==> config.mk <==
export PLATFORM = sky130hd
export DESIGN_NAME = bomc_config
export DESIGN_NICKNAME = d
export VERILOG_FILES = /design/src/design/bomc_pkg.sv /design/src/design/bomc_config.sv
export SDC_FILE = /design/constraint.sdc
export NUM_CORES = 1
export LEC_CHECK = 0
export ABC_AREA = 1
export BUFFER_PORTS_ARGS = -buffer_cell sky130_fd_sc_hd__buf_2
export CAP_MARGIN = 40
export CORE_UTILIZATION = 44
export DETAILED_ROUTE_END_ITERATION = 8
export PLACE_DENSITY = 0.78
export SLEW_MARGIN = 20
export SYNTH_ARGS = -nofsm -noshare
export SYNTH_HDL_FRONTEND = slang
export SYNTH_SLANG_ARGS = --single-unit
==> constraint.sdc <==
create_clock -name sys_clk -period 1.3 [get_ports sys_clk]
set_clock_uncertainty 0.1 [all_clocks]
set_input_delay 0.195 -clock sys_clk [delete_from_list [all_inputs] [get_ports sys_clk]]
set_output_delay 0.195 -clock sys_clk [all_outputs]
set_load 0.02 [all_outputs]
==> src/design/bomc_pkg.sv <==
// package: addresses, field layouts and reset values of the boot option / memory size block
package bomc_pkg;

    localparam logic [15:0] BOOT_OPTION_ADDR   = 16'h0080;
    localparam logic [15:0] MEM_SIZE_ADDR      = 16'hfff0;

    localparam int          OPT_HS_SEL_BIT     = 1;
    localparam int          OPT_LS_LOCK_BIT    = 0;
    localparam logic [7:0]  OPT_USED_MASK      = 8'h03;

    localparam logic [7:0]  MEM_SIZE_RESET     = 8'hcf;
    localparam logic [7:0]  MEM_SIZE_WR_MASK   = 8'hef;
    localparam logic [2:0]  RAM_CODE_768       = 3'h0;
    localparam logic [3:0]  ROM_CODE_8K        = 4'h2;
    localparam logic [3:0]  ROM_CODE_16K       = 4'h4;

    typedef enum logic [2:0] {
        BOMC_IDLE  = 3'b001,
        BOMC_FETCH = 3'b010,
        BOMC_RUN   = 3'b100
    } bomc_phase_type;

    typedef struct packed {
        logic        hsClockSourceSelect;
        logic        lowSpeedOscLock;
    } bomc_boot_type;

    typedef struct packed {
        logic        ramSizeOk;
        logic        romSizeOk;
        logic        romIs16k;
    } bomc_size_type;

    typedef struct packed {
        bomc_phase_type phase;
        logic           fetchReq;
        bomc_boot_type  boot;
        logic [7:0]     memSizeSwitch;
        bomc_size_type  size;
        logic [7:0]     readData;
        logic           lowSpeedOscRun;
    } bomc_state_type;

endpackage : bomc_pkg

==> src/design/bomc_config.sv <==
// boot option byte latch and memory size switching register
`timescale 1ns/1ps

module bomc_config
    import bomc_pkg::*;
(
    input  wire logic        sys_clk,
    input  wire logic        rstn,
    output logic             flashReadReq,
    output logic [15:0]      flashReadAddr,
    input  wire logic [7:0]  flashReadData,
    input  wire logic        flashReadValid,
    input  wire logic        cpuWrite,
    input  wire logic        cpuRead,
    input  wire logic [15:0] cpuAddr,
    input  wire logic [7:0]  cpuWriteData,
    output logic [7:0]       cpuReadData,
    input  wire logic        lowSpeedOscStopReq,
    output logic             lowSpeedOscRun,
    output logic             hsClockSourceSelect,
    output logic             configReady,
    output logic             ramSizeOk,
    output logic             romSizeOk,
    output logic             romIs16k
);

    bomc_state_type state;
    bomc_state_type next_state;

    // decoded bus strokes
    logic           memSizeWrite;
    logic           memSizeRead;
    logic           bootOptionRead;
    logic           fetchTaken;

    // address compare shared by the read and the write path
    function automatic logic addrHit(
        input logic        strobe,
        input logic [15:0] addr,
        input logic [15:0] target
    );
        addrHit = strobe && (addr == target);
    endfunction

    // size legality is needed on reset and on every write
    function automatic bomc_size_type decodeSize(
        input logic [7:0] value
    );
        decodeSize = '0;
        // one legal ram code, the rest prohibited
        if (value[7:5] == RAM_CODE_768) begin
            decodeSize.ramSizeOk = 1'b1;
        end else begin
            decodeSize.ramSizeOk = 1'b0;
        end
        // two legal rom codes, the rest prohibited
        case (value[3:0])
            ROM_CODE_8K: begin
                decodeSize.romSizeOk = 1'b1;
                decodeSize.romIs16k  = 1'b0;
            end
            ROM_CODE_16K: begin
                decodeSize.romSizeOk = 1'b1;
                decodeSize.romIs16k  = 1'b1;
            end
            default: begin
                decodeSize.romSizeOk = 1'b0;
                decodeSize.romIs16k  = 1'b0;
            end
        endcase
    endfunction

    // stored form of a size byte; bit 4 never holds a one
    function automatic logic [7:0] memSizeStored(
        input logic [7:0] value
    );
        memSizeStored    = value & MEM_SIZE_WR_MASK;
        memSizeStored[4] = 1'b0;
    endfunction

    // boot fields pulled out of the flash word; upper bits never looked at
    function automatic bomc_boot_type bootFromFlash(
        input logic [7:0] flashWord
    );
        bootFromFlash                     = '0;
        bootFromFlash.hsClockSourceSelect = flashWord[OPT_HS_SEL_BIT];
        bootFromFlash.lowSpeedOscLock     = flashWord[OPT_LS_LOCK_BIT];
    endfunction

    // software view of the boot byte; upper six bits read zero
    function automatic logic [7:0] bootReadValue(
        input bomc_boot_type boot
    );
        bootReadValue                  = 8'h00;
        bootReadValue[OPT_HS_SEL_BIT]  = boot.hsClockSourceSelect;
        bootReadValue[OPT_LS_LOCK_BIT] = boot.lowSpeedOscLock;
    endfunction

    // oscillator run level; the lock wins over any stop request
    function automatic logic oscRunLevel(
        input logic locked,
        input logic stopReq
    );
        if (locked) begin
            oscRunLevel = 1'b1;
        end else begin
            oscRunLevel = !stopReq;
        end
    endfunction

    // state loaded while reset is held
    function automatic bomc_state_type resetState();
        resetState                          = '0;
        resetState.phase                    = BOMC_IDLE;
        resetState.fetchReq                 = 1'b0;
        resetState.boot.hsClockSourceSelect = 1'b0;
        // lock on until the byte is known, so the oscillator keeps running
        resetState.boot.lowSpeedOscLock     = 1'b1;
        resetState.memSizeSwitch            = memSizeStored(MEM_SIZE_RESET);
        resetState.size                     = decodeSize(MEM_SIZE_RESET);
        resetState.readData                 = 8'h00;
        resetState.lowSpeedOscRun           = 1'b1;
    endfunction

    assign memSizeWrite   = addrHit(cpuWrite, cpuAddr, MEM_SIZE_ADDR);
    assign memSizeRead    = addrHit(cpuRead, cpuAddr, MEM_SIZE_ADDR);
    assign bootOptionRead = addrHit(cpuRead, cpuAddr, BOOT_OPTION_ADDR);
    assign fetchTaken     = state.fetchReq && flashReadValid;

    always_comb begin
        next_state          = state;
        // request drops unless a phase keeps it up
        next_state.fetchReq = 1'b0;

        // boot byte fetch sequencing
        case (state.phase)
            BOMC_IDLE: begin
                // first cycle after reset release starts the fetch
                next_state.fetchReq = 1'b1;
                next_state.phase    = BOMC_FETCH;
            end
            BOMC_FETCH: begin
                if (fetchTaken) begin
                    next_state.boot  = bootFromFlash(flashReadData);
                    next_state.phase = BOMC_RUN;
                end else begin
                    next_state.fetchReq = 1'b1;
                    next_state.phase    = BOMC_FETCH;
                end
            end
            BOMC_RUN: begin
                // applied until the next reset
                next_state.phase = BOMC_RUN;
            end
            default: begin
                next_state.phase = BOMC_IDLE;
            end
        endcase

        // whole-byte write only; no bit-set path exists
        if (memSizeWrite) begin
            next_state.memSizeSwitch = memSizeStored(cpuWriteData);
            next_state.size          = decodeSize(cpuWriteData);
        end

        // read data stands one cycle; other addresses read zero
        if (memSizeRead) begin
            next_state.readData = state.memSizeSwitch;
        end else if (bootOptionRead) begin
            next_state.readData = bootReadValue(state.boot);
        end else begin
            next_state.readData = 8'h00;
        end

        // one cycle late, traded for a flop-driven output
        next_state.lowSpeedOscRun = oscRunLevel(state.boot.lowSpeedOscLock,
                                                lowSpeedOscStopReq);

        // synchronous reset overrides everything above
        if (!rstn) begin
            next_state = resetState();
        end
    end

    always_ff @(posedge sys_clk) begin
        state <= next_state;
    end

    // flash side
    assign flashReadReq        = state.fetchReq;
    assign flashReadAddr       = BOOT_OPTION_ADDR;

    // cpu side
    assign cpuReadData         = state.readData;

    // oscillator and clock selection
    assign lowSpeedOscRun      = state.lowSpeedOscRun;
    assign hsClockSourceSelect = state.boot.hsClockSourceSelect;

    // status; one-hot run bit used as is so the flag comes from a flop
    assign configReady         = state.phase[2];
    assign ramSizeOk           = state.size.ramSizeOk;
    assign romSizeOk           = state.size.romSizeOk;
    assign romIs16k            = state.size.romIs16k;

endmodule // bomc_config

* Word-level counts from Yosys, hierarchy flattened *
Index checks and enable logic that the tools add are counted.

operators by class
  equality and inequality tests = 7
  bitwise operators = 1
  muxes and demuxes = 8
  reductions and logical operators = 9

operator list
  operator                                                          number
  16-bit == test, second input constant                             1
  16-bit by 8-bit == test with 1-bit output, second input constant  1
  3-bit one-hot mux with 3 select lines                             1
  8-bit two-way mux                                                 1
  4-bit by 2-bit == test with 1-bit output, second input constant   1
  4-bit by 3-bit == test with 1-bit output, second input constant   1
  1-bit logical AND                                                 4
  2-bit one-hot mux with 2 select lines                             1
  2-bit OR reduction                                                2
  3-bit by 1-bit == test with 1-bit output, second input constant   1
  3-bit by 2-bit == test with 1-bit output, second input constant   1
  3-bit == test, second input constant                              1
  3-bit zero test                                                   1
  3-bit two-way mux                                                 1
  1-bit two-way mux                                                 2
  2-bit two-way mux                                                 1
  1-bit one-hot mux with 2 select lines                             1
  2-bit AND reduction                                               1
  1-bit zero test                                                   1
  1-bit NOT                                                         1

word-level totals
  logic and storage cells = 36
  register bits = 25

* Longest topological paths before layout *
Gate-level depths: netlist (run 1).

  depth in word-level cells = 4
  mapped depth = 7
  gate-level depth less buffers = 7

* Worst setup path before layout (run 1) *
No wires, ideal clock.

  path type = reg-to-reg
  start = register state, in the netlist configReady
  end = register state, in the netlist hsClockSourceSelect
  cell stages (with the launch flop) = 7
  setup slack = 0.134 ns
  arrival time = 0.950 ns
  path buffers = 0
  clock period less this slack = 1.166 ns
  setup time = 0.116 ns
  data required time = 1.084 ns
  cell sequence = dfxtp_1 > nor3_2 > inv_1 > nor2_2 > inv_1 > nor2_1 > nor2_1

between the ends
  longest elaborated chain between the ends = 2

RTL lines
  element                                   line                text
  start, declared                           bomc_config.sv:27   bomc_state_type state;
  start signal, assigned                    bomc_config.sv:186  state <= next_state;
  3-bit by 2-bit == test with 1-bit output  bomc_config.sv:136  case (state.phase)
  2-bit AND reduction (no source line)      n/a

Every way passes these cells.
A chain may end at the register's enable or synchronous reset.

* Worst setup path after layout (run 1) *
  start = input port cpuWriteData[2]
  end = register state, in the netlist romIs16k

between the ends
  longest elaborated chain between the ends = 2
  elaborated cells between the ends (all ways) = 3
  classes of those cells = eq/ne: 2; mux: 1

RTL lines
  element                                                                                                      line               text
  start, declared                                                                                              bomc_config.sv:16  input wire logic [7:0] cpuWriteData,
  4-bit by 3-bit == test with 1-bit output / 4-bit by 2-bit == test with 1-bit output (equally long branches)  bomc_config.sv:57  case (value[3:0])
  2-bit one-hot mux with 2 select lines (*)                                                                    bomc_config.sv:57

Every way passes the cells marked *; elsewhere a longest branch is shown, timed or not.

==> results.md, run 1 <==
- Ys Warns: 0
- Number of DRC markers in iteration 0: 18
- Final WS setup: 0.104 ns
- CP top delay family: buffers and inverters
- Core area: 2780 um^2
- Initial antenna violation count: 0
- CTS tree: built
- Die Span Y: 56.2 um
- Largest net degree at the start of global routing: 15
- Initial core utilization: 46.5%
- RSZ-0062 raised after global routing: no
- Worst Hold Depth: 3
- CTS H-tree depth: 1
- Final period util: 92.0%
- CTS clk-pin slew, worst paths: 0.13 ns
- Aggregate global routing overflow: 0
- Synth Cell Area: 1290 um^2
- Row cnt: 19
- First-pass GRT wire length: 4.52 mm
- Status: finished clean
- Port Buffers: 44
- Hold Path Class: in -> reg
- Fmax achieved: 836 MHz
- Worst setup SP type: input pin
- Max Buffers Root-to-Sink: 2
- Antenna Cells: 0
- Routed Antenna Nets: 0
- Drt drc: 0
- Number of synthesized register bits: 24
- Critical path's slowest cell: dlygate4sd3_1
- Syn Inst Count: 177
- Crit Path Class: in -> reg
- R2R Setup Slk: 0.13 ns
- Cell Pwr Density: 966 nW/um^2
- Post-synth cell types: 21
- TNS Setup: 0 ns
- Total number of vias: 1,143
- Leak Pwr: 0.844 nW
- Sequential fraction of the synthesis area: 37.2%
- Hold Startpoint: cpuWriteData[3]
- GP Congestion: 0.769
- Worst vdd ir: 0.983 mV
- CTS Root Cell: clkbuf_4
- TritonCTS Buffers: 3
- Crit end category: flop
- Most common cell on crit path: inv_1
- Nets: 261
- CP Data Arrival Time: 1.35 ns
- Vias in the first global route: 1,080
- I/O pins: 69
- Worst Path Required: 1.45 ns
- Hpwl dp: 1.90 mm
- Routed length per instance: 9.81 um
- Most frequent cells in the layout: buf_2, nand2_1, dfxtp_1
- Synthesized area per cell: 7.30 um^2
- TritonRoute pass-1 iters: 4
- Worst hold endpoint: state[15]
- Reg2Reg Depth: 6
- Clock Latency Late Sink: 0.32 ns
- Max-cap violations: 0
- Die area: 3160 um^2
- Clk sink count: 24
- Final setup violation count: 0
- Share of cells above drive strength 1: 29.7%
- Hold Vio Cnt, Final: 0
- CP bufs+invs: 4
- Die extent in x: 56.2 um
- Via-to-Cell Ratio: 4.52
- Final WL: 2.48 mm
- Utilization after layout: 56.5%
- Post-placement setup slack: 0.0294 ns
- Tmin final: 1.20 ns
- Layout area overhead: 21.5%
- Critical-path maximum fanout: 2
- Post-CTS Resized: 0
- CP Cell Sequence: dlygate4sd3_1 > buf_2 > inv_1 > nor2_1 > nand2_1 > inv_1 > nand4_1 > a21oi_1
- Commonest non-fill, non-tap cell in the layout: buf_2
- GRT Overall Usage: 18.0%
- Critical path's largest stage delay: 0.55 ns
- Fin. max-slew vios: 0
- RR Endpoint: hsClockSourceSelect
- Reg2Reg Launch Point: configReady
==> state kept, by name, indices dropped and copies added (netlist names) <==
name / cells
state: 10
configReady: 1
romIs16k: 1
ramSizeOk: 1
cpuReadData: 7
lowSpeedOscRun: 1
flashReadReq: 1
hsClockSourceSelect: 1
romSizeOk: 1
==> Yosys cell counts (all sizes together) <==
master / count / area [um^2]
nor2: 29 / 139
nand4: 10 / 62.6
dfxtp: 24 / 480
a21oi: 6 / 30.0
nand2: 36 / 148
buf: 26 / 190
nand3: 13 / 90.1
conb: 2 / 7.51
clkinv: 1 / 3.75
inv: 21 / 78.8
or2: 1 / 6.26
nor3: 4 / 36.3
o21ai: 4 / 20.0
==> cells by family after synthesis <==
group,after synthesis,synth area share [%]
other,2,0.581
AO/OA/AOI/OAI,10,3.87
flip-flops,24,37.2
AND/OR/NAND/NOR,93,37.3
buffers and inverters,48,21.1
==> timing repair <==
| action | 4_1_cts | 5_1_grt |
|---|---|---|
| setup buffers | 0 | 0 |
| hold buffers | 6 | 0 |
| endpoints found under the hold margin | 6 | 0 |
==> worst max-delay path by stage <==
stage	from	to	slack, ns	cells past startpoint
detailed placement	cpuAddr[1]	state[18]	0.03	7
global route	configReady	state[20]	0.0005	6
finish	cpuWriteData[2]	romIs16k	0.10	8
CTS	configReady	configReady	0.09	1
floorplan	configReady	hsClockSourceSelect	0.13	6
global placement	cpuAddr[1]	state[18]	0.05	7
==> where the power goes <==
part           internal [mW]  total (mW)  leakage (nW)  switching, mW
Sequential             0.752       0.762         0.195         0.0103
Combinational         0.0741       0.214         0.622          0.140
Clock                  0.312       0.540        0.0279          0.228
==> layout make-up <==
cell class | instances | area (um^2)
Clock buffer | 3 | 22.5
Clock inverter | 1 | 30.0
Fill cell | 272 | 1210
Inverter | 22 | 82.6
Multi-Input combinational cell | 120 | 596
Sequential cell | 24 | 480
Tap cell | 31 | 38.8
Timing Repair Buffer | 52 | 320
==> worst register-to-register path, delay by kind of cell, from the launching register on <==
| kind | cells | cell delay, ns |
|---|---|---|
| AND/OR/NAND/NOR | 4 | 0.46 |
| flip-flops | 1 | 0.36 |
| buffers and inverters | 2 | 0.17 |
==> metal layers <==
metal,part of all wire (%),up-vias,GRT usage (%),wire (um)
met5,0,-,0,0
met4,2.7,0,6.27,66
met3,5.8,9,5.35,144
met2,50,38,32.8,1240
met1,41,490,19.5,1030
li1,-,606,-,-
==> metrics by stage <==
| step | instance area [um^2] | power, mW | cells | hold WS [ns] |
|---|---|---|---|---|
| final | 1570 | 1.52 | 253 | 0.00997 |
| after global routing | 1570 | 1.59 | 253 | 0.0133 |
| after CTS | 1570 | 1.53 | 253 | 0.00437 |
| after detailed placement | 1460 | 0.976 | 243 | 0.276 |
| after global placement | 1460 | 0.971 | 243 | 0.261 |
| after floorplan | 1350 | 0.939 | 192 | 0.164 |
No activity file was read; power rests on OpenSTA's default activity.
==> run 2: changes to the inputs <==
CELL_PAD_IN_SITES_DETAIL_PLACEMENT = 1   (was unset)
CELL_PAD_IN_SITES_GLOBAL_PLACEMENT = 1   (was unset)
CORE_UTILIZATION = 30   (was 44)
==> run 2 against run 1 <==
Against the previous run: first-iteration DRC count grew 28%; die area is 45% higher; worst hold slack better by 0.035 ns; maximum frequency shrank 2.0%; count of clock-buffer cells in the layout up 1; highest routed layer unchanged; combinational power about the same; power decreased by 3.0%; register-to-register slack got worse by 0.05 ns; via count grew 0.26%; clock power decreased by 7.6%; largest power group unchanged; global-route usage is 4.3 points lower; sequential cell count stayed put.
==> results.md, run 2 (same netlist as run 1, synthesis figures left out) <==
- Nets: 257 (-1.5%)
- Antenna Cells: 0 (unchanged)
- Reg with most FFs: state
- Worst hold endpoint: state[20]
- Die Span Y: 67.6 um (+20%)
- Share of cells above drive strength 1: 32.1% (+2.4 points)
- Layout area overhead: 20.7%
- Hold Path Class: in -> reg
- Largest net degree at the start of global routing: 15 (unchanged)
- Die extent in x: 67.6 um (+20%)
- CTS clk-pin slew, worst paths: 0.08 ns (-0.05 ns)
- Commonest non-fill, non-tap cell in the layout: buf_2
- Clk sink count: 24 (unchanged)
- Routed Antenna Nets: 0 (unchanged)
- Total number of vias: 1,146 (+0.26%)
- Design Power: 1.47 mW (-3.0%)
- Initial core utilization: 31.9% (-15 points)
- Crit end category: flop
- Fin. max-slew vios: 0 (unchanged)
- Aggregate global routing overflow: 0 (unchanged)
- Die area: 4570 um^2 (+45%)
- Max-cap violations: 0 (unchanged)
- Hold Startpoint: flashReadData[0]
- Number of DRC markers in iteration 0: 23 (+5)
- Status: finished clean
- Hold Vio Cnt, Final: 0 (unchanged)
- Placed cell areas: 1480 um^2 (+1.6%)
- Reg2Reg Depth: 7 (+1)
- Reg2Reg Launch Point: state[24]
- Crit Path Class: reg -> reg
- Design area: 1560 um^2 (-0.64%)
- GRT Overall Usage: 13.7% (-4.3 points)
- Max FFs per register: 10 (unchanged)
- Routed length per instance: 9.95 um (+1.4%)
- Final WL: 2.67 mm (+7.5%)
- Worst vdd ir: 0.551 mV (-44%)
- Row cnt: 23 (+4)
- Clock Latency Late Sink: 0.26 ns (-0.06 ns)
- RSZ-0062 raised after global routing: yes
- CTS tree: built
- Cell Pwr Density: 943 nW/um^2 (-2.4%)
- RR Endpoint: hsClockSourceSelect
- Fmax achieved: 819 MHz (-2.0%)
- TritonCTS Buffers: 3 (unchanged)
- Vias in the first global route: 1,117 (+3.4%)
- R2R Setup Slk: 0.08 ns (-0.05 ns)
- Initial antenna violation count: 0 (unchanged)
- Core area: 4060 um^2 (+46%)
- I/O pins: 69 (unchanged)
- Drt drc: 0 (unchanged)
- Fill count: 531 (+95%)
- GP Congestion: 0.770 (+0.22%)
- CP Data Arrival Time: 1.28 ns (-0.07 ns)
- Worst Path Required: 1.36 ns (-0.09 ns)
- Port Buffers: 44 (unchanged)
- Most frequent cells in the layout: buf_2, nand2_1, nor2_1, dfxtp_1, inv_1
- Leak Pwr: 0.828 nW (-1.9%)
- Worst setup SP type: flop
- CTS H-tree depth: 1 (unchanged)
- Final period util: 93.9% (+1.9 points)
- Hpwl dp: 2.25 mm (+18%)
- First-pass GRT wire length: 4.66 mm (+3.2%)
- Worst Hold Depth: 3 (unchanged)
- TritonRoute pass-1 iters: 4 (unchanged)
- CTS Root Cell: clkbuf_8
- Max Buffers Root-to-Sink: 2 (unchanged)
- TNS Setup: 0 ns (unchanged)
- Critical-path maximum fanout: 3 (+1)
- Via-to-Cell Ratio: 4.28 (-5.3%)
- Final setup violation count: 0 (unchanged)
- Tmin final: 1.22 ns (+0.0250 ns)
==> run 2: worst max path at each step <==
stage | slack [ns] | startpoint | to | cells after the start
final | 0.08 | state[24] | hsClockSourceSelect | 7
after floorplan | 0.13 | configReady | hsClockSourceSelect | 6
after detailed placement | 0.02 | cpuAddr[1] | state[15] | 7
after global placement | 0.04 | cpuAddr[1] | state[18] | 7
after CTS | 0.09 | configReady | hsClockSourceSelect | 6
after global routing | -0.03 | state[24] | hsClockSourceSelect | 7
==> run 2: area by class of cell <==
type                       instances  area, um^2  share of cell area [%]
tap                               50        62.6                    4.01
multi-input combinational        120         601                    38.5
timing repair buffer              48         278                    17.8
clock buffer                       4        55.1                    3.53
inverter                          22        82.6                    5.29
sequential                        24         482                    30.9
==> run 2: power by group <==
part / internal [mW] / leakage [nW] / switching, mW / total (mW)
sequential: 0.752 / 0.195 / 0.0100 / 0.762
combinational: 0.0683 / 0.604 / 0.143 / 0.211
clock: 0.270 / 0.0288 / 0.228 / 0.499
total: 1.09 / 0.828 / 0.381 / 1.47
==> run 2: per-layer routing <==
layer | wire length [um] | up-vias | global-route usage [%]
met3 | 167 | 4 | 4.22
met2 | 1390 | 29 | 25.4
met1 | 1070 | 516 | 14.3
met5 | 0 | - | 0
li1 | - | 597 | -
met4 | 38 | 0 | 4.79
==> run 2: worst max-delay path, stage by stage, from the launching register on <==
cell and delay, ns:
dfxtp_2 0.33, inv_1 0.05, nor3_2 0.23, inv_2 0.08, nor2_4 0.13, inv_2 0.05, nor2_1 0.08, nor2_1 0.05
==> run 2: what timing repair did <==
item	4_1_cts	5_1_grt
buffers inserted	0	1
endpoints found under the hold margin	1	0
resized for setup	0	4
hold buffers	1	0
endpoints found under the setup margin	0	2
==> run 2: through the flow <==
step / std cells / util (%) / hold slack, ns / setup WS (ns)
after floorplan: 192 / - / 0.164 / 0.134
after global placement: 262 / 36.5 / 0.261 / 0.0357
after detailed placement: 262 / 36.5 / 0.268 / 0.0193
after CTS: 267 / 38.1 / 0.0366 / 0.0867
after global routing: 268 / 38.5 / 0.0568 / -0.0301
final: 268 / 38.5 / 0.0446 / 0.0788
==> run 3: changes to the inputs <==
PLACE_DENSITY = unset   (was 0.78)
PLACE_DENSITY_LB_ADDON = 0.1   (was unset)
==> run 3 against run 2 <==
Against the previous run: first-iteration DRC count increased by 65%; sequential cell count unchanged; cell area decreased by 0.96%; non-clock buffer count unchanged; clock power about the same; critical endpoint unchanged; highest routed layer unchanged.
==> results.md, run 3 (same netlist as run 1, synthesis figures left out) <==
- Status: finished clean
- Antenna Cells: 0 (unchanged)
- Core area: 4060 um^2 (unchanged)
- Routed Antenna Nets: 0 (unchanged)
- Max FFs per register: 10 (unchanged)
- Worst Hold Depth: 3 (unchanged)
- CP bufs+invs: 3 (unchanged)
- Max Buffers Root-to-Sink: 2 (unchanged)
- Tmin final: 1.23 ns (+0.00719 ns)
- I/O pins: 69 (unchanged)
- Final WL: 2.98 mm (+12%)
- First-pass GRT wire length: 4.79 mm (+2.7%)
- Routed length per instance: 11.1 um (+12%)
- CP top delay family: simple AND/OR/NAND/NOR gates
- Switching power: 384 uW (+0.80%)
- Critical path's slowest cell: dfxtp_2
- Die extent in x: 67.6 um (unchanged)
- Leak Pwr: 0.825 nW (-0.39%)
- Clock Latency Late Sink: 0.26 ns (about the same)
- Hold Path Class: in -> reg
- CP Cell Sequence: inv_1 > nor3_2 > inv_1 > nor2_2 > inv_1 > nor2_2 > nor2_1
- Sequential power share: 51.7% (about the same)
- Worst vdd ir: 0.713 mV (+29%)
- Cell Pwr Density: 954 nW/um^2 (+1.1%)
- Hold Vio Cnt, Final: 0 (unchanged)
- R2R Setup Slk: 0.07 ns (about the same)
- Sw frac: 26.1% (+0.16 points)
- Max-cap violations: 0 (unchanged)
- CP Data Arrival Time: 1.29 ns (about the same)
- Commonest non-fill, non-tap cell in the layout: buf_2
- Worst setup SP type: flop
- Crit end category: flop
- Fill count: 554 (+4.3%)
- Number of DRC markers in iteration 0: 38 (+65%)
- Row cnt: 23 (unchanged)
- Final setup violation count: 0 (unchanged)
- CTS clk-pin slew, worst paths: 0.08 ns (about the same)
- Initial antenna violation count: 0 (unchanged)
- Finished Layout Cells: 268 (unchanged)
- Critical path's largest stage delay: 0.33 ns (about the same)
- Fin. max-slew vios: 0 (unchanged)
- RSZ-0062 raised after global routing: yes
- Reg2Reg Launch Point: state[24]
- Nets: 257 (unchanged)
- Drt drc: 0 (unchanged)
- Reg with most FFs: state
- Critical-path maximum fanout: 3 (unchanged)
- Most common cell on crit path: inv_1
- CP Depth: 7 (unchanged)
- Port Buffers: 44 (unchanged)
- Inst Count DP: 261 (-0.38%)
- Layout area overhead: 19.6%
- Fmax achieved: 814 MHz (-0.58%)
- Via-to-Cell Ratio: 4.24 (-0.96%)
- Most frequent cells in the layout: buf_2, nand2_1, dfxtp_1
- Critical path endpoint: hsClockSourceSelect
- Design Power: 1.47 mW (+0.17%)
- Total number of vias: 1,135 (-0.96%)
- CTS H-tree depth: 1 (unchanged)
- Initial core utilization: 31.9% (unchanged)
- GRT Overall Usage: 14.2% (+0.50 points)
- Die Span Y: 67.6 um (unchanged)
- Final period util: 94.5% (+0.55 points)
- RR Endpoint: hsClockSourceSelect
- TritonRoute pass-1 iters: 4 (unchanged)
- Vias in the first global route: 1,133 (+1.4%)
- Crit Path Class: reg -> reg
- Largest net degree at the start of global routing: 15 (unchanged)
- Internal power: 1.09 mW (about the same)
- Reg2Reg Depth: 7 (unchanged)
- Aggregate global routing overflow: 0 (unchanged)
- Share of cells above drive strength 1: 31.7% (-0.46 points)
- Clk sink count: 24 (unchanged)
- GP Congestion: 0.744 (-3.4%)
- Die area: 4570 um^2 (unchanged)
- CTS Root Cell: clkbuf_8
- Critical path origin: state[24]
- Combinational power share: 14.4% (about the same)
- Hpwl dp: 2.46 mm (+9.3%)
- TritonCTS Buffers: 3 (unchanged)
- CTS tree: built
- Clock share of power: 33.9% (about the same)
- Worst Path Required: 1.36 ns (about the same)
-- run 3: cell counts in the layout (fill, tap and decap cells not counted) --
No cell type changed its count.
-- run 3: power groups by stage --
stage          sequential [mW]  combinational [mW]  clock, mW
5_1_grt                  0.764               0.237      0.571
3_3_place_gp             0.777               0.198          0
6_report                 0.762               0.212      0.500
4_1_cts                  0.761               0.207      0.534
3_5_place_dp             0.778               0.204          0
2_1_floorplan            0.783               0.156          0
-- run 3: layer usage --
| layer | global-route usage [%] | up-vias | part of all wire, % |
|---|---|---|---|
| met3 | 4.39 | 2 | 4.5 |
| met1 | 14.7 | 511 | 41 |
| li1 | - | 596 | - |
| met4 | 3.99 | 0 | 0.71 |
| met2 | 26.9 | 26 | 53 |
| met5 | 0 | - | 0 |
-- run 3: cell type report --
class,count,area [um^2],share of cell area [%]
Multi-Input combinational cell,120,598,38.7
Sequential cell,24,482,31.2
Timing Repair Buffer,48,265,17.2
Inverter,22,82.6,5.34
Tap cell,50,62.6,4.05
Clock buffer,4,55.1,3.56
-- run 3: repair_timing --
item / CTS / global route
endpoints found under the hold margin: 1 / 0
hold buffers: 1 / 0
setup endpoints to repair: 0 / 2
resized for setup: 0 / 2
buffers inserted: 0 / 2
-- run 3: worst min-delay path: cells and delay by family --
family	cells	cell delay [ns]
buf+inv	1	0.09
simple gates	2	0.10
-- run 3: how the worst min path moves through the flow --
stage          slack (ns)               start             endpoint
2_1_floorplan        0.16  lowSpeedOscStopReq       lowSpeedOscRun
3_3_place_gp         0.27  lowSpeedOscStopReq       lowSpeedOscRun
3_5_place_dp         0.28  lowSpeedOscStopReq       lowSpeedOscRun
4_1_cts              0.04     cpuWriteData[6]            state[18]
5_1_grt              0.05    flashReadData[1]  hsClockSourceSelect
6_report             0.05     cpuWriteData[6]            state[18]
-- run 3: metrics by stage --
step / utilization [%] / setup slack, ns / instance area (um^2) / TNS (ns) / hold slack [ns]
after floorplan: - / 0.134 / 1350 / 0 / 0.164
after global placement: 36.0 / 0.0271 / 1460 / 0 / 0.272
after detailed placement: 36.0 / -0.00321 / 1460 / -0.00473 / 0.276
after CTS: 37.6 / 0.0643 / 1530 / 0 / 0.0412
after global routing: 38.1 / -0.0205 / 1550 / -0.0396 / 0.0478
final: 38.1 / 0.0716 / 1550 / 0 / 0.0499
